## config.mk

```make
export PLATFORM = sky130hd
export DESIGN_NAME = dmsp_host
export DESIGN_NICKNAME = d
export VERILOG_FILES = /design/src/verilog/dmsp_pkg.sv /design/src/verilog/dmsp_tick_if.sv /design/src/verilog/dmsp_host.sv /design/src/verilog/dmsp_tick.sv
export VERILOG_INCLUDE_DIRS = /design/src /design/src/verilog
export SDC_FILE = /design/constraint.sdc
export NUM_CORES = 1
export LEC_CHECK = 0
export ABC_AREA = 1
export BUFFER_PORTS_ARGS = -buffer_cell sky130_fd_sc_hd__buf_2
export CELL_PAD_IN_SITES_DETAIL_PLACEMENT = 1
export CELL_PAD_IN_SITES_GLOBAL_PLACEMENT = 1
export CORE_UTILIZATION = 46
export DETAILED_ROUTE_END_ITERATION = 10
export GPL_TIMING_DRIVEN = 0
export PLACE_DENSITY_LB_ADDON = 0.25
export SETUP_SLACK_MARGIN = 0.3
export SYNTH_ARGS = -nofsm -noshare
export SYNTH_HDL_FRONTEND = slang
export SYNTH_SLANG_ARGS = --single-unit
```

## constraint.sdc

```tcl
create_clock -name ref_clk -period 3.1 [get_ports ref_clk]
set_clock_uncertainty 0.15 [all_clocks]
set_input_delay 0.31 -clock ref_clk [delete_from_list [all_inputs] [get_ports ref_clk]]
set_output_delay 0.31 -clock ref_clk [all_outputs]
set_load 0.005 [all_outputs]
```

## src/verilog/dmsp_cfg.svh

```systemverilog
`ifndef DMSP_CFG_SVH
`define DMSP_CFG_SVH

// reference clock and serial bit time
`define DMSP_REF_NS        20
`define DMSP_BIT_NS        2500
// least quarter-bit time, rounded up to whole reference cycles
`define DMSP_QTR_CYC       ((`DMSP_BIT_NS / 4 + `DMSP_REF_NS - 1) / `DMSP_REF_NS)
`define DMSP_QTR_CNT_W     12

// target address and sub-address ranges
`define DMSP_CHIP_ADDR     7'h70
`define DMSP_SUB_MAX       8'h0F
`define DMSP_3W_SUB_LO_MAX 8'h08
`define DMSP_3W_SUB_HI_MIN 8'h0D
`define DMSP_RD_SUB_A      8'h80
`define DMSP_RD_SUB_B      8'h81
`define DMSP_RX_FILL       8'hFF

// bit positions within a byte slot
`define DMSP_DATA_BITS     4'h8
`define DMSP_ACK_BIT       4'h8
`define DMSP_LAST_3W       4'h7

// byte steps of a transfer
`define DMSP_STEP_ADDR     2'h0
`define DMSP_STEP_SUB      2'h1
`define DMSP_STEP_HI       2'h2
`define DMSP_STEP_LAST     2'h3

// quarters of one bit slot
`define DMSP_Q_SET         2'h0
`define DMSP_Q_RISE        2'h1
`define DMSP_Q_SAMPLE      2'h2
`define DMSP_Q_FALL        2'h3

`endif

```

## src/verilog/dmsp_pkg.sv

```systemverilog
`include "dmsp_cfg.svh"
package dmsp_pkg;

  typedef enum logic [2:0] {
    DMSP_IDLE,
    DMSP_START,
    DMSP_BYTE,
    DMSP_STOP,
    DMSP_DONE
  } dmsp_state_t;

  typedef struct packed {
    dmsp_state_t state;
    logic [1:0]  q;
    logic [3:0]  bitn;
    logic [1:0]  step;
    logic [7:0]  shreg;
    logic        rd;
    logic        wide;
    logic        three;
    logic [7:0]  sub;
    logic [15:0] wdata;
    logic [7:0]  rdata;
    logic        nack;
    logic        err;
    logic        rsp_valid;
    logic        ready;
    logic        scl;
    logic        sda_out;
    logic        sda_oe_n;
    logic        en_n;
    logic        strap;
    logic        s1;
    logic        s2;
    logic        s3;
    logic        sf;
    logic        w1;
    logic        w2;
    logic        w3;
    logic        wf;
    logic        wake_out;
    logic        wake_oe_n;
    logic        wake_irq;
  } dmsp_regs_t;

  typedef struct packed {
    logic [`DMSP_QTR_CNT_W-1:0] cnt;
    logic                       tick;
  } dmsp_tick_regs_t;

endpackage

```

## src/verilog/dmsp_tick_if.sv

```systemverilog
`timescale 1ns/100ps
interface dmsp_tick_if;
  logic run;
  logic tick;
  modport gen (input run, output tick);
  modport ctl (output run, input tick);
endinterface

```

## src/verilog/dmsp_host.sv

```systemverilog
`timescale 1ns/100ps
`include "dmsp_cfg.svh"
module dmsp_host
  import dmsp_pkg::*;
#(
  parameter int QTR_CYC = `DMSP_QTR_CYC
) (
  // clock and reset
  input  wire logic        ref_clk,
  input  wire logic        rstn,
  // user command port
  input  wire logic        mode_3wire,
  input  wire logic        cmd_valid,
  input  wire logic        cmd_read,
  input  wire logic        cmd_wide,
  input  wire logic [7:0]  cmd_sub,
  input  wire logic [15:0] cmd_wdata,
  output      logic        cmd_ready,
  output      logic        rsp_valid,
  output      logic [7:0]  rsp_rdata,
  output      logic        rsp_nack,
  output      logic        rsp_err,
  // user power control and wake report
  input  wire logic        power_on,
  output      logic        wake_irq,
  output      logic        wake_level,
  // device bus pins
  output      logic        bus_format_strap,
  output      logic        serial_clock_line,
  input  wire logic        serial_data_in,
  output      logic        serial_data_out,
  output      logic        serial_data_oe_n,
  output      logic        select_n,
  // device wake pin
  input  wire logic        wake_pin_in,
  output      logic        wake_pin_out,
  output      logic        wake_pin_oe_n
);

  dmsp_tick_if tk ();

  dmsp_tick #(
    .QTR_CYC (QTR_CYC)
  ) u_tick (
    .ref_clk (ref_clk),
    .rstn    (rstn),
    .tk      (tk)
  );

  dmsp_regs_t st;
  dmsp_regs_t next_st;

  // byte loaded into the shifter for each step
  function automatic logic [7:0] byte_for(input logic [1:0] step, input logic rd,
                                          input logic [7:0] sub, input logic [15:0] wd);
    logic [7:0] b;
    b = `DMSP_RX_FILL;
    case (step)
      `DMSP_STEP_ADDR: b = {`DMSP_CHIP_ADDR, 1'b0};
      `DMSP_STEP_SUB:  b = sub;
      `DMSP_STEP_HI:   b = rd ? {`DMSP_CHIP_ADDR, 1'b1} : wd[15:8];
      default:         b = rd ? `DMSP_RX_FILL : wd[7:0];
    endcase
    return b;
  endfunction

  // sub-address legality per mode and direction
  function automatic logic sub_ok(input logic three, input logic rd, input logic [7:0] sub);
    logic ok;
    ok = 1'b0;
    if (rd) begin
      ok = (sub == `DMSP_RD_SUB_A) || (sub == `DMSP_RD_SUB_B);
    end else if (three) begin
      ok = (sub <= `DMSP_3W_SUB_LO_MAX) ||
           ((sub >= `DMSP_3W_SUB_HI_MIN) && (sub <= `DMSP_SUB_MAX));
    end else begin
      ok = (sub <= `DMSP_SUB_MAX);
    end
    return ok;
  endfunction

  logic       rx_byte;
  logic       drive;
  logic [3:0] last_bit;

  assign tk.run = (st.state != DMSP_IDLE);

  always_comb begin
    next_st           = st;
    next_st.rsp_valid = 1'b0;
    next_st.wake_irq  = 1'b0;
    rx_byte           = st.rd && (st.step == `DMSP_STEP_LAST);
    drive             = !rx_byte && (st.bitn < `DMSP_DATA_BITS);
    last_bit          = st.three ? `DMSP_LAST_3W : `DMSP_ACK_BIT;

    // pin synchronisers with agreement filter
    next_st.s1 = serial_data_in;
    next_st.s2 = st.s1;
    next_st.s3 = st.s2;
    if (st.s2 == st.s3) begin
      next_st.sf = st.s3;
    end
    next_st.w1 = wake_pin_in;
    next_st.w2 = st.w1;
    next_st.w3 = st.w2;
    if (st.w2 == st.w3) begin
      next_st.wf = st.w3;
    end

    // wake pin: pulled low to keep the device on, released to let it power down
    next_st.wake_oe_n = !power_on;
    if (st.wf && (st.w2 == st.w3) && !st.w3 && st.wake_oe_n) begin
      next_st.wake_irq = 1'b1;
    end

    case (st.state)
      DMSP_IDLE: begin
        next_st.strap    = mode_3wire;
        next_st.scl      = !mode_3wire;
        next_st.en_n     = 1'b1;
        next_st.sda_oe_n = 1'b1;
        if (cmd_valid && st.ready) begin
          next_st.three = st.strap;
          next_st.rd    = cmd_read;
          next_st.wide  = cmd_wide && !cmd_read;
          next_st.sub   = cmd_sub;
          next_st.wdata = cmd_wdata;
          next_st.nack  = 1'b0;
          next_st.err   = 1'b0;
          next_st.q     = `DMSP_Q_SET;
          next_st.step  = st.strap ? `DMSP_STEP_SUB : `DMSP_STEP_ADDR;
          if (!sub_ok(st.strap, cmd_read, cmd_sub)) begin
            next_st.err   = 1'b1;
            next_st.state = DMSP_DONE;
          end else begin
            next_st.state = DMSP_START;
          end
        end
      end
      DMSP_START: begin
        if (tk.tick) begin
          next_st.q = st.q + 1'b1;
          case (st.q)
            `DMSP_Q_SET: begin
              if (st.three) begin
                next_st.en_n = 1'b0;
              end else begin
                next_st.sda_oe_n = 1'b1;
              end
            end
            `DMSP_Q_RISE: begin
              if (!st.three) begin
                next_st.scl = 1'b1;
              end
            end
            `DMSP_Q_SAMPLE: begin
              // open drain: the line may only ever be pulled low
              if (!st.three) begin
                next_st.sda_out  = 1'b0;
                next_st.sda_oe_n = 1'b0;
              end
            end
            default: begin
              next_st.scl   = 1'b0;
              next_st.bitn  = '0;
              next_st.shreg = byte_for(st.step, st.rd, st.sub, st.wdata);
              next_st.state = DMSP_BYTE;
            end
          endcase
        end
      end
      DMSP_BYTE: begin
        if (tk.tick) begin
          next_st.q = st.q + 1'b1;
          case (st.q)
            `DMSP_Q_SET: begin
              // data moves only while the clock is low
              if (st.three) begin
                next_st.sda_oe_n = !drive;
                next_st.sda_out  = st.shreg[7];
              end else begin
                next_st.sda_oe_n = !(drive && !st.shreg[7]);
                next_st.sda_out  = 1'b0;
              end
            end
            `DMSP_Q_RISE: begin
              next_st.scl = 1'b1;
            end
            `DMSP_Q_SAMPLE: begin
              if (st.bitn == `DMSP_ACK_BIT) begin
                if (!rx_byte && st.sf) begin
                  next_st.nack = 1'b1;
                end
              end else if (rx_byte) begin
                next_st.shreg = {st.shreg[6:0], st.sf};
              end
            end
            default: begin
              next_st.scl = st.three ? 1'b0 : 1'b0;
              if (!rx_byte) begin
                next_st.shreg = {st.shreg[6:0], 1'b1};
              end
              if (st.bitn != last_bit) begin
                next_st.bitn = st.bitn + 1'b1;
              end else begin
                next_st.bitn = '0;
                if (st.nack) begin
                  next_st.state = DMSP_STOP;
                end else begin
                  case (st.step)
                    `DMSP_STEP_ADDR: begin
                      next_st.step  = `DMSP_STEP_SUB;
                      next_st.shreg = st.sub;
                    end
                    `DMSP_STEP_SUB: begin
                      if (st.rd && !st.three) begin
                        next_st.step  = `DMSP_STEP_HI;
                        next_st.state = DMSP_START;
                      end else if (st.rd || !st.wide) begin
                        next_st.step  = `DMSP_STEP_LAST;
                        next_st.shreg = byte_for(`DMSP_STEP_LAST, st.rd, st.sub, st.wdata);
                      end else begin
                        next_st.step  = `DMSP_STEP_HI;
                        next_st.shreg = st.wdata[15:8];
                      end
                    end
                    `DMSP_STEP_HI: begin
                      next_st.step  = `DMSP_STEP_LAST;
                      next_st.shreg = byte_for(`DMSP_STEP_LAST, st.rd, st.sub, st.wdata);
                    end
                    default: begin
                      if (st.rd) begin
                        next_st.rdata = st.shreg;
                      end
                      next_st.state = DMSP_STOP;
                    end
                  endcase
                end
              end
            end
          endcase
        end
      end
      DMSP_STOP: begin
        if (tk.tick) begin
          next_st.q = st.q + 1'b1;
          case (st.q)
            `DMSP_Q_SET: begin
              next_st.sda_oe_n = st.three;
            end
            `DMSP_Q_RISE: begin
              if (!st.three) begin
                next_st.scl = 1'b1;
              end
            end
            `DMSP_Q_SAMPLE: begin
              next_st.sda_oe_n = 1'b1;
              if (st.three) begin
                next_st.en_n = 1'b1;
              end
            end
            default: begin
              next_st.state = DMSP_DONE;
            end
          endcase
        end
      end
      DMSP_DONE: begin
        next_st.rsp_valid = 1'b1;
        next_st.state     = DMSP_IDLE;
      end
      default: begin
        next_st.state = DMSP_IDLE;
      end
    endcase

    next_st.ready = (next_st.state == DMSP_IDLE) && !(st.state == DMSP_IDLE && cmd_valid && st.ready);
  end

  always_ff @(posedge ref_clk or negedge rstn) begin
    if (!rstn) begin
      st           <= '0;
      st.scl       <= 1'b1;
      st.sda_out   <= 1'b1;
      st.sda_oe_n  <= 1'b1;
      st.en_n      <= 1'b1;
      st.s1        <= 1'b1;
      st.s2        <= 1'b1;
      st.s3        <= 1'b1;
      st.sf        <= 1'b1;
      st.w1        <= 1'b1;
      st.w2        <= 1'b1;
      st.w3        <= 1'b1;
      st.wf        <= 1'b1;
      st.wake_oe_n <= 1'b1;
    end else begin
      st <= next_st;
    end
  end

  assign cmd_ready         = st.ready;
  assign rsp_valid         = st.rsp_valid;
  assign rsp_rdata         = st.rdata;
  assign rsp_nack          = st.nack;
  assign rsp_err           = st.err;
  assign wake_irq          = st.wake_irq;
  assign wake_level        = st.wf;
  assign bus_format_strap  = st.strap;
  assign serial_clock_line = st.scl;
  assign serial_data_out   = st.sda_out;
  assign serial_data_oe_n  = st.sda_oe_n;
  assign select_n          = st.en_n;
  assign wake_pin_out      = st.wake_out;
  assign wake_pin_oe_n     = st.wake_oe_n;
endmodule

```

## src/verilog/dmsp_tick.sv

```systemverilog
`timescale 1ns/100ps
`include "dmsp_cfg.svh"
module dmsp_tick
  import dmsp_pkg::*;
#(
  parameter int QTR_CYC = `DMSP_QTR_CYC
) (
  // clock and reset
  input  wire logic ref_clk,
  input  wire logic rstn,
  // quarter-bit pulse
  dmsp_tick_if.gen  tk
);
  localparam logic [`DMSP_QTR_CNT_W-1:0] LAST = `DMSP_QTR_CNT_W'(QTR_CYC - 1);

  generate
    if (QTR_CYC < 2 || QTR_CYC >= (1 << `DMSP_QTR_CNT_W)) begin : g_bad
      $error("dmsp_tick: QTR_CYC out of range");
    end
  endgenerate

  dmsp_tick_regs_t st;
  dmsp_tick_regs_t next_st;

  always_comb begin
    next_st      = st;
    next_st.tick = 1'b0;
    // held in phase with the start of each command
    if (!tk.run) begin
      next_st.cnt = '0;
    end else if (st.cnt == LAST) begin
      next_st.cnt  = '0;
      next_st.tick = 1'b1;
    end else begin
      next_st.cnt = st.cnt + 1'b1;
    end
  end

  always_ff @(posedge ref_clk or negedge rstn) begin
    if (!rstn) begin
      st <= '0;
    end else begin
      st <= next_st;
    end
  end

  assign tk.tick = st.tick;
endmodule

```

==> results.ini, run 1 <==
[sta]
fin_tns_setup_ns=0
holdWs_ns=0.01121
finalMaxSlewViolations=0
rsz0062_at_grt=false
worst_pin_slew_ns=0.5470
hold_viol=0
max_slew_margin_pct=63.53
setup_viol=0
fmax_ghz=0.4526
period_minus_slack_ns=2.209
finalCritPeriodShare_pct=71.27

[synth]
synth.top_cell.area_share_pct=36.72
synth_seq_cells=86
syn_area_per_cell_um2=7.294
syn_inst=682
synthArstFlopShare_pct=100.0
synthDistinctLibCells=39
synth_ff_type=dfrtp_1
ys_warn_count=0
ys_top_cells_by_area=dfrtp_1 37%, nand2_1 15%, dfstp_2 6.9%
synth_fa_ha_area_share_pct=3.421
synth_top_family_by_area=simple AND/OR/NAND/NOR gates
syn_nets=727
synth-edff-count=0
yosys.area_share.simple_pct=28.90
ys_seq_area_share_pct=43.59
synthMuxAreaShare_pct=0
synth-xor-area-share_pct=0.8803
yosys.area.top_type=dfrtp_1
synth_area_um2=4975
synth_compound_area_share_pct=12.47
synth_most_common_cell=nand2_1
synthTopCellsByCount=195 x nand2_1, 87 x inv_1, 73 x dfrtp_1

[cells_and_area]
nFillCells=1386
ff_latch_area_um2=2168
drive_above_1_share_pct=15.95
nNetsFinal=805
multi_input_area_um2=2276
diodes=0
areaGrowthSynthToFinish_pct=16.22
final_cell_area_um2=5782

[clock_tree]
clock_path_buffers=2
clockRootBuffer=clkbuf_8
cts_setup_buffers=0
cts-hold-fix-buffers=14
htree_levels=3
cts_resized=0
cts_tree=done
clock-sinks=86
cts_inserted_buffers=9
clk_pin_slew_ns=0.09
insertion_delay_ns=0.38

[worst_setup_path]
worstRegToRegCells=6
worst_ep_arrival_time_ns=2.34
r2r_slack_ns=0.89
worst-path-max-fanout=10
worstReg2RegEnd=st[52]$_DFFE_PN0P_
worstPathRequired_ns=3.23
crit-reg2reg-launch=st[72]$_DFF_PN0_
worstPathCellList=nor2_1 -> nand2_1 -> inv_2 -> nand3_4 -> clkbuf_1 -> o21ai_0
critical_path.top_delay_family=simple AND/OR/NAND/NOR gates
critPathSlowestCell=dfrtp_1
crit_type=reg2reg
worst_setup_path_end_kind=flop
critPathBufInv=2
cp_slowest_stage_delay_ns=0.46
start_kind=flop

[hold_path]
hold_path_startpoint=cmd_sub[5]
hold_path_depth=3
whs_endpoint=st[49]$_DFFE_PN0P_
hp-class=in2reg

[die]
core_area_um2=10420
rows=37
initial_core_util_pct=47.76
die_y_um=106.0
die_area_um2=11230
dieWidth_um=106.0
pin_count=54

[detailed_routing]
vias_per_cell=5.218
ant_nets=0
via_count=4701
wl_mm=14.93
post_drt_wl_per_cell_um=16.57
drt_iter0_drc=202
dr.pass1.iters=4
drc=0

[grt]
grt_use_total_pct=28.49
grt_antenna_before_repair=0
grt_overflow=0
grt_pass1_wl_mm=24.81
grt_pass1_vias=4995
grt_max_degree=61

[placement]
dp_hpwl_mm=11.37
dpl_cell_area_um2=5435
port_buffers=52
gp_congestion=0.8642

[power_and_ir_drop]
irDropWorstVdd_mv=0.3010
leakagePower_nw=3.045
powerDensity_nw_per_um2=600.1

[job]
cap_violations=0

[status]
status=finished clean

-- worst max-delay path by stage --
stage / start / end / slack, ns / cells past startpoint
3_3_place_gp: rstn / st[31]$_DFFE_PN0P_ / 0.87 / 1
6_report: st[72]$_DFF_PN0_ / st[52]$_DFFE_PN0P_ / 0.89 / 6
4_1_cts: st[72]$_DFF_PN0_ / st[46]$_DFFE_PN0P_ / 0.90 / 6
3_5_place_dp: st[72]$_DFF_PN0_ / st[46]$_DFFE_PN0P_ / 0.93 / 6
2_1_floorplan: st[69]$_DFFE_PN0P_ / st[61]$_DFFE_PN0P_ / 1.40 / 11
5_1_grt: st[63]$_DFFE_PN0P_ / st[61]$_DFFE_PN0P_ / 0.75 / 7
-- state kept, by name, summed over array words and instances (netlist names) --
name               flops
bus_format_strap       1
cmd_ready              1
next_st                4
rsp_err                1
rsp_nack               1
rsp_rdata              8
rsp_valid              1
select_n               1
serial_clock_line      1
serial_data_oe_n       1
serial_data_out        1
st                    49
u_tick.st             12
u_tick.tk.tick         1
wake_irq               1
wake_level             1
wake_pin_oe_n          1
-- routing by layer --
metal / global-route usage [%] / share of wire, % / up-vias
li1: - / - / 2301
met1: 35.52 / 44 / 2288
met2: 51.77 / 51 / 91
met3: 4.231 / 3.6 / 21
met4: 6.647 / 1.3 / 0
met5: 0 / 0 / -
-- through the flow --
| stage | power [mW] | setup WS (ns) | cells | util, % |
|---|---|---|---|---|
| 2_1_floorplan | 2.176 | 1.397 | 682 | - |
| 3_3_place_gp | 2.520 | 0.8689 | 870 | 51.89 |
| 3_5_place_dp | 2.601 | 0.9293 | 871 | 52.18 |
| 4_1_cts | 3.466 | 0.8966 | 901 | 55.51 |
| 5_1_grt | 3.683 | 0.7468 | 901 | 55.51 |
| 6_report | 3.470 | 0.8907 | 901 | 55.51 |
-- logic make-up after synthesis --
family / count (synthesis)
AO/OA/AOI/OAI: 118
other: 1
XOR/XNOR: 5
buffers and inverters: 123
adder cells (fa/ha/maj): 14
flip-flops: 86
AND/OR/NAND/NOR: 335
-- final cells by class --
| class | count | share of cell area, % |
|---|---|---|
| sequential | 86 | 37.50 |
| clock inverter | 6 | 1.190 |
| timing repair buffer | 67 | 7.444 |
| multi-input combinational | 473 | 39.36 |
| clock buffer | 10 | 2.380 |
| inverter | 97 | 6.384 |
| tap | 136 | 2.943 |
| buffer | 26 | 2.792 |
-- worst register-to-register path, cell delays in order, from the launching register on --
cell and delay (ns):
dfrtp_1 0.46, nor2_1 0.22, nand2_1 0.22, inv_2 0.26, nand3_4 0.20, clkbuf_1 0.32
o21ai_0 0.28
-- where the power goes --
| part | internal, mW | leakage (nW) | switching [mW] |
|---|---|---|---|
| sequential | 1.31 | 1.10 | 0.164 |
| combinational | 0.364 | 1.85 | 0.775 |
| clock | 0.399 | 0.103 | 0.454 |
| total | 2.08 | 3.04 | 1.39 |
-- placed cells by master, fill, tap and decap left out, types with 3 or more instances in the layout --
cell           instances
nor3_1                 7
o21ai_0               45
nand2_1              195
dlygate4sd3_1         14
a31oi_1                4
buf_6                  3
clkbuf_8              10
xor2_1                 5
clkbuf_1               8
nor2_1                67
inv_2                  8
dfstp_2               13
buf_4                 10
nand3_1               47
ha_1                  12
dfrtp_1               73
buf_2                 57
a22oi_1                3
a21oi_1               50
o21ai_1               10
inv_1                 87
nand4_1                4
nand2_2                3
Note: power is estimated with default switching activity, not from simulation.
==> run 2, diff against run 1 <==
--- a/config.mk
+++ b/config.mk
@@ -10,7 +10,7 @@
 export BUFFER_PORTS_ARGS = -buffer_cell sky130_fd_sc_hd__buf_2
 export CELL_PAD_IN_SITES_DETAIL_PLACEMENT = 1
 export CELL_PAD_IN_SITES_GLOBAL_PLACEMENT = 1
-export CORE_UTILIZATION = 46
+export CORE_UTILIZATION = 43
 export DETAILED_ROUTE_END_ITERATION = 10
 export GPL_TIMING_DRIVEN = 0
 export PLACE_DENSITY_LB_ADDON = 0.25
==> constraint.sdc (replaced) <==
create_clock -name ref_clk -period 2.2 [get_ports ref_clk]
set_clock_uncertainty 0.15 [all_clocks]
set_input_delay 0.22 -clock ref_clk [delete_from_list [all_inputs] [get_ports ref_clk]]
set_output_delay 0.22 -clock ref_clk [all_outputs]
set_load 0.005 [all_outputs]
==> run 2 against run 1 <==
Via count increased by 5.7%. Maximum frequency increased by 17%. Sequential share of layout area decreased by 3.7 points. Clock-buffer cell count is the same. Critical endpoint is now st[56]$_DFFE_PN0P_. Worst hold slack better by 0.011 ns. Worst setup slack got worse by 0.57 ns. Sequential cell count stayed put. First-iteration DRC count grew 24%.
==> results.ini, run 2 (synthesized netlist as in run 1, its figures left out) <==
[power_and_ir_drop]
power.switching_mw=2.158  ; was 1.393 mW
powerDensity_nw_per_um2=859.9  ; was 600.1 nW/um2
irDropWorstVdd_mv=0.6706  ; was 0.3010 mV
p_int_mw=3.377  ; was 2.077 mW
leakagePower_nw=3.296  ; was 3.045 nW
power.share.combinational_pct=33.3  ; was 32.8%
power_frac_clock_pct=28.8  ; was 24.6%
switching_share_pct=38.99  ; was 40.14%
power_mw=5.535  ; was 3.470 mW
seq_power_share_pct=37.8  ; was 42.6%

[die]
rows=38  ; was 37
pin_count=54  ; unchanged
die_area_um2=12000  ; was 11230 um2
core_area_um2=11080  ; was 10420 um2
initial_core_util_pct=44.91  ; was 47.76%
die_y_um=109.6  ; was 106.0 um
dieWidth_um=109.6  ; was 106.0 um

[detailed_routing]
post_drt_wl_per_cell_um=17.24  ; was 16.57 um
dr.pass1.iters=4  ; unchanged
drc=0  ; unchanged
drt_iter0_drc=250  ; was 202
wl_mm=16.19  ; was 14.93 mm
via_count=4967  ; was 4701
ant_nets=0  ; unchanged
vias_per_cell=5.290  ; was 5.218

[grt]
grt_overflow=0  ; unchanged
grt_use_total_pct=27.88  ; was 28.49%
grt_pass1_vias=5078  ; was 4995
grt_max_degree=56  ; was 61
grt_pass1_wl_mm=25.11  ; was 24.81 mm
grt_antenna_before_repair=0  ; unchanged

[cells_and_area]
nFillCells=1402  ; was 1386
top_register=st  ; unchanged
nNetsFinal=839  ; was 805
final_core_util_pct=58.10  ; was 55.51%
largest_register_ffs=49  ; unchanged
final_cell_mix=190 x nand2_1, 79 x inv_1, 69 x dfrtp_1  ; was 195 x nand2_1, 87 x inv_1, 73 x dfrtp_1
areaGrowthSynthToFinish_pct=29.38  ; was 16.22%
drive_above_1_share_pct=24.91  ; was 15.95%
final_cell_area_um2=6436  ; was 5782 um2
final_common_cell=nand2_1  ; unchanged
ff_latch_area_um2=2173  ; was 2168 um2
multi_input_area_um2=2449  ; was 2276 um2
diodes=0  ; unchanged

[sta]
finalCritPeriodShare_pct=85.49  ; was 71.27%
fmax_ghz=0.5317  ; was 0.4526 GHz
finalMaxSlewViolations=0  ; unchanged
fin_tns_setup_ns=0  ; unchanged
hold_viol=0  ; unchanged
period_minus_slack_ns=1.881  ; was 2.209 ns
rsz0062_at_grt=true  ; was false
setup_viol=0  ; unchanged
setup_slack_ns=0.3193  ; was 0.8907 ns

[worst_setup_path]
start_kind=flop  ; unchanged
worst-path-max-fanout=8  ; was 10
worst_ep_arrival_time_ns=1.97  ; was 2.34 ns
worstPathRequired_ns=2.29  ; was 3.23 ns
worst_setup_path_end_kind=flop  ; unchanged
crit_type=reg2reg  ; unchanged

[placement]
dpl_cell_area_um2=5440  ; was 5435 um2
gp_congestion=0.8968  ; was 0.8642
dp_hpwl_mm=10.91  ; was 11.37 mm
place_ws_ns=0.06178  ; was 0.9293 ns
port_buffers=52  ; unchanged

[clock_tree]
clockRootBuffer=clkbuf_16  ; was clkbuf_8
clock-sinks=86  ; unchanged
cts_tree=done  ; unchanged
clock_path_buffers=2  ; unchanged
htree_levels=3  ; unchanged
insertion_delay_ns=0.36  ; was 0.38 ns
clk_pin_slew_ns=0.07  ; was 0.09 ns
cts_inserted_buffers=9  ; unchanged

[job]
cap_violations=0  ; unchanged

[status]
status=finished clean  ; unchanged

[hold_path]
hp-class=in2reg  ; unchanged

run 2: changes by cell type in the layout (fill, tap and decap cells not counted), moves of 8 or more:
cell / delta
o21ai_2: +11
nor2_1: -14
clkbuf_8: -10
inv_1: -8
clkbuf_16: +10
buf_4: +21
dlygate4sd3_1: +13
nor2_2: +9
run 2: power by group through the flow:
stage	logic, mW	registers, mW	clock network [mW]
floorplan	1.04	2.02	0
global placement	1.49	2.08	0
detailed placement	1.56	2.10	0
CTS	1.65	2.07	1.61
global route	2.04	2.13	1.67
finish	1.84	2.09	1.60
run 2: final cells by class:
| class | count | share of cell area (%) |
|---|---|---|
| clock inverter | 6 | 1.108 |
| inverter | 97 | 6.007 |
| sequential | 86 | 33.77 |
| multi-input combinational | 473 | 38.04 |
| buffer | 26 | 3.305 |
| timing repair buffer | 101 | 11.49 |
| tap | 140 | 2.722 |
| clock buffer | 10 | 3.558 |
run 2: worst max-delay path, cell delays in order, from the launching register on:
cell and delay [ns]:
dfrtp_1 0.45, inv_4 0.14, nand2_4 0.10, nor2_4 0.16, nand2_1 0.13, nand2_2 0.12
nand3_4 0.14, clkbuf_16 0.20, nor2_1 0.09, a21oi_1 0.08
run 2: final timing paths:
kind	startpoint	to	slack, ns	depth (start not counted)
worst max register to register	st[73]$_DFF_PN0_	st[56]$_DFFE_PN0P_	0.32	9
worst min-delay path	cmd_sub[1]	st[45]$_DFFE_PN0P_	0.02	3
worst max-delay path	st[73]$_DFF_PN0_	st[56]$_DFFE_PN0P_	0.32	9
worst min register to register	next_st[5]$_DFF_PN1_	next_st[4]$_DFF_PN1_	0.21	0
min in group asynchronous	rstn	wake_irq$_DFF_PN0_	0.20	2
max in group asynchronous	rstn	next_st[8]$_DFF_PN1_	1.01	3
run 2: routing by layer:
metal	up-vias	global-route usage [%]	wire (um)
met1	2443	34.75	6992
met5	-	0	0
met4	0	9.619	330
met3	29	5.868	693
met2	114	47.80	8174
li1	2381	-	-
run 2: stage by stage:
stage / cells / hold WS (ns)
floorplan: 682 / -0.2256
global placement: 874 / 0.1749
detailed placement: 875 / 0.05395
CTS: 921 / 0.01712
global route: 939 / 0.06655
finish: 939 / 0.02227
run 2: what timing repair did:
| item | CTS | global route |
|---|---|---|
| setup buffers | 3 | 16 |
| endpoints found under the setup margin | 56 | 53 |
| hold buffers | 27 | 0 |
| pin swaps | 2 | 7 |
| hold endpoints to repair | 57 | 0 |
| resized for setup | 26 | 78 |
| gates cloned | 0 | 2 |
==> run 3, diff against run 2 <==
--- a/config.mk
+++ b/config.mk
@@ -6,11 +6,10 @@
 export SDC_FILE = /design/constraint.sdc
 export NUM_CORES = 1
 export LEC_CHECK = 0
-export ABC_AREA = 1
 export BUFFER_PORTS_ARGS = -buffer_cell sky130_fd_sc_hd__buf_2
 export CELL_PAD_IN_SITES_DETAIL_PLACEMENT = 1
 export CELL_PAD_IN_SITES_GLOBAL_PLACEMENT = 1
-export CORE_UTILIZATION = 43
+export CORE_UTILIZATION = 45
 export DETAILED_ROUTE_END_ITERATION = 10
 export GPL_TIMING_DRIVEN = 0
 export PLACE_DENSITY_LB_ADDON = 0.25
==> run 3 against run 2 <==
The flow now finishes with violations (negative setup slack). Register-to-register slack worse by 0.64 ns. Via count grew 4.9%. Sequential share of layout area shrank 2.9 points. Final area increased by 9.5%. Largest cell class unchanged.
==> results.ini, run 3 <==
[worst_setup_path]
cp_slowest_stage_delay_ns=0.47  ; was 0.45 ns
worstRegToRegCells=7  ; was 9
r2r_slack_ns=-0.32  ; was 0.32 ns
path_depth=7  ; was 9
worst_ep_arrival_time_ns=2.63  ; was 1.97 ns
worstReg2RegEnd=st[62]$_DFFE_PN0P_  ; was st[56]$_DFFE_PN0P_
crit_type=reg2reg  ; unchanged
worst-path-max-fanout=10  ; was 8
worst_setup_path_end_kind=flop  ; unchanged
worstPathRequired_ns=2.31  ; was 2.29 ns
crit-reg2reg-launch=st[63]$_DFFE_PN0P_  ; was st[73]$_DFF_PN0_
critPathSlowestCell=dfrtp_2  ; was dfrtp_1
critPathBufInv=2  ; unchanged
critical_path.top_delay_family=compound AO/OA/AOI/OAI gates  ; was simple AND/OR/NAND/NOR gates
start_kind=flop  ; unchanged
worstPathCellList=clkinvlp_4 -> ha_1 -> clkbuf_2 -> a2111oi_0 -> a21oi_1 -> o21ai_0 -> nand3_2  ; was inv_4 -> nand2_4 -> nor2_4 -> nand2_1 -> nand2_2 -> nand3_4 -> clkbuf_16 -> nor2_1 -> a21oi_1

[synth]
ys_warn_count=0  ; unchanged
synth_ff_type=dfrtp_1  ; unchanged
ys_seq_area_share_pct=45.59  ; was 43.59%
ys_top_cells_by_area=dfrtp_1 38%, nand2_1 8.6%, dfstp_2 7.2%  ; was dfrtp_1 37%, nand2_1 15%, dfstp_2 6.9%
syn_inst=536  ; was 682
syn_nets=581  ; was 727
syn_area_per_cell_um2=8.873  ; was 7.294 um2
synthDistinctLibCells=63  ; was 39
yosys.area.top_type=dfrtp_1  ; unchanged
synth-edff-count=0  ; unchanged
synth_most_common_cell=nand2_1  ; unchanged
synthArstFlopShare_pct=100.0  ; unchanged
synth_area_um2=4756  ; was 4975 um2
synthTopCellsByCount=109 x nand2_1, 73 x dfrtp_1, 49 x nor2_1  ; was 195 x nand2_1, 87 x inv_1, 73 x dfrtp_1
synth.top_cell.area_share_pct=38.41  ; was 36.72%
synth_seq_cells=86  ; unchanged

[sta]
hold_viol=0  ; unchanged
setup_viol=22  ; was 0
rsz0062_at_grt=true  ; unchanged
setup_slack_ns=-0.3221  ; was 0.3193 ns
max_slew_margin_pct=51.26
finalCritPeriodShare_pct=114.6  ; was 85.49%
worst_pin_slew_ns=0.7293
finalMaxSlewViolations=0  ; unchanged
fin_tns_setup_ns=-3.380  ; was 0 ns
period_minus_slack_ns=2.522  ; was 1.881 ns
fmax_ghz=0.3965  ; was 0.5317 GHz
holdWs_ns=0.1426  ; was 0.02227 ns

[status]
violations=negative setup slack
status=complete, but fails checks  ; was finished clean

[cells_and_area]
top_register=st  ; unchanged
drive_above_1_share_pct=43.83  ; was 24.91%
final_cell_area_um2=7046  ; was 6436 um2
ff_latch_area_um2=2175  ; was 2173 um2
multi_input_area_um2=2932  ; was 2449 um2
finalNonFillerCells=825  ; was 939
final_core_util_pct=68.55  ; was 58.10%
areaGrowthSynthToFinish_pct=48.15  ; was 29.38%
largest_register_ffs=49  ; unchanged
nNetsFinal=729  ; was 839
diodes=0  ; unchanged
final_cell_mix=77 x nand2_1, 68 x dfrtp_1, 52 x buf_2  ; was 190 x nand2_1, 79 x inv_1, 69 x dfrtp_1
final_common_cell=nand2_1  ; unchanged
nFillCells=1123  ; was 1402

[clock_tree]
clockRootBuffer=clkbuf_8  ; was clkbuf_16
clock-sinks=86  ; unchanged
clk_pin_slew_ns=0.10  ; was 0.07 ns
htree_levels=3  ; unchanged
insertion_delay_ns=0.41  ; was 0.36 ns
cts_inserted_buffers=9  ; unchanged
cts_tree=done  ; unchanged
clock_path_buffers=2  ; unchanged

[detailed_routing]
vias_per_cell=6.316  ; was 5.290
drc=0  ; unchanged
via_count=5211  ; was 4967
ant_nets=0  ; unchanged
post_drt_wl_per_cell_um=26.28  ; was 17.24 um
drt_iter0_drc=510  ; was 250
wl_mm=21.68  ; was 16.19 mm
dr.pass1.iters=7  ; was 4

[grt]
grt_pass1_vias=5136  ; was 5078
grt_pass1_wl_mm=26.84  ; was 25.11 mm
grt_use_total_pct=31.52  ; was 27.88%
grt_overflow=0  ; unchanged
grt_antenna_before_repair=0  ; unchanged
grt_max_degree=58  ; was 56

[power_and_ir_drop]
switching_share_pct=40.37  ; was 38.99%
p_int_mw=3.178  ; was 3.377 mW
seq_power_share_pct=40.4  ; was 37.8%
leakagePower_nw=3.204  ; was 3.296 nW
power_mw=5.330  ; was 5.535 mW
powerDensity_nw_per_um2=756.5  ; was 859.9 nW/um2
irDropWorstVdd_mv=0.6673  ; was 0.6706 mV
power.switching_mw=2.152  ; was 2.158 mW
power_frac_clock_pct=22.6  ; was 28.8%
power.share.combinational_pct=37.0  ; was 33.3%

[placement]
dp_hpwl_mm=9.795  ; was 10.91 mm
place_ws_ns=-0.3991  ; was 0.06178 ns
dpl_cell_area_um2=5339  ; was 5440 um2
port_buffers=52  ; unchanged
gp_congestion=0.9004  ; was 0.8968
placedCellCount=725  ; was 875

[die]
dieWidth_um=104.8  ; was 109.6 um
initial_core_util_pct=46.27  ; was 44.91%
die_y_um=104.8  ; was 109.6 um
die_area_um2=10980  ; was 12000 um2
rows=37  ; was 38
core_area_um2=10280  ; was 11080 um2
pin_count=54  ; unchanged

[hold_path]
hp-class=in2async  ; was in2reg

[job]
cap_violations=0  ; unchanged

[run 3: cell count changes in the layout (fill, tap and decap cells not counted), sizes merged, moves of 6 or more]
cell,previous run,this run
a221oi,1,7
nand3,51,17
and3,0,11
o21ai,55,32
nand2,199,109
inv,99,17
buf,94,123
mux2,0,22
nor3,8,14
clkbuf,16,26
nor2,71,49
a21oi,50,35
[run 3: worst register-to-register path: stages, from the launching register on]
cell	delay (ns)
dfrtp_2	0.47
clkinvlp_4	0.22
ha_1	0.32
clkbuf_2	0.24
a2111oi_0	0.42
a21oi_1	0.08
o21ai_0	0.38
nand3_2	0.10
[run 3: cells by family (layout without fill, tap and decap cells)]
family / Yosys count / after routing / synth area share (%)
buffers and inverters: 54 / 207 / 5.472
other: 1 / 1 / 0.07885
multiplexers: 26 / 26 / 6.051
XOR/XNOR: 10 / 10 / 1.842
AND/OR/NAND/NOR: 227 / 227 / 21.49
AO/OA/AOI/OAI: 118 / 118 / 15.89
adder cells (fa/ha/maj): 14 / 14 / 3.578
flip-flops: 86 / 86 / 45.59
[run 3: routing by layer]
| metal | vias to the layer above | track usage [%] | wire [um] |
|---|---|---|---|
| met5 | - | 0 | 0 |
| met4 | 0 | 13.98 | 1183 |
| met3 | 121 | 6.800 | 1560 |
| met2 | 335 | 53.50 | 10660 |
| met1 | 2583 | 38.46 | 8278 |
| li1 | 2172 | - | - |
[run 3: worst max path at each step]
stage | startpoint | slack [ns] | end
4_1_cts | st[71]$_DFF_PN0_ | -0.25 | st[58]$_DFFE_PN0P_
5_1_grt | st[63]$_DFFE_PN0P_ | -0.45 | st[58]$_DFFE_PN0P_
3_3_place_gp | st[73]$_DFF_PN0_ | -0.33 | st[45]$_DFFE_PN0P_
3_5_place_dp | st[73]$_DFF_PN0_ | -0.40 | st[46]$_DFFE_PN0P_
2_1_floorplan | st[71]$_DFF_PN0_ | -0.003 | st[58]$_DFFE_PN0P_
6_report | st[63]$_DFFE_PN0P_ | -0.32 | st[62]$_DFFE_PN0P_
[run 3: power by group through the flow]
stage	Sequential, mW	Clock [mW]	Combinational [mW]
6_report	2.16	1.20	1.97
2_1_floorplan	1.98	0	0.804
3_5_place_dp	2.08	0	1.16
5_1_grt	2.15	1.26	2.05
3_3_place_gp	2.06	0	1.11
4_1_cts	2.05	1.20	1.39
[run 3: cell type report]
class / instances / area share (%)
Multi-Input combinational cell: 396 / 41.61
Clock inverter: 6 / 1.012
Timing Repair Buffer: 137 / 16.59
Inverter: 21 / 1.332
Tap cell: 136 / 2.415
Buffer: 33 / 4.227
Sequential cell: 86 / 30.86
Clock buffer: 10 / 1.953
[run 3: timing repair]
item	in CTS	in global routing
resized for setup	82	137
endpoints found under the setup margin	58	72
setup buffers	29	19
hold buffers	31	0
hold endpoints to repair	99	0
pin swaps	27	40
gates cloned	1	4
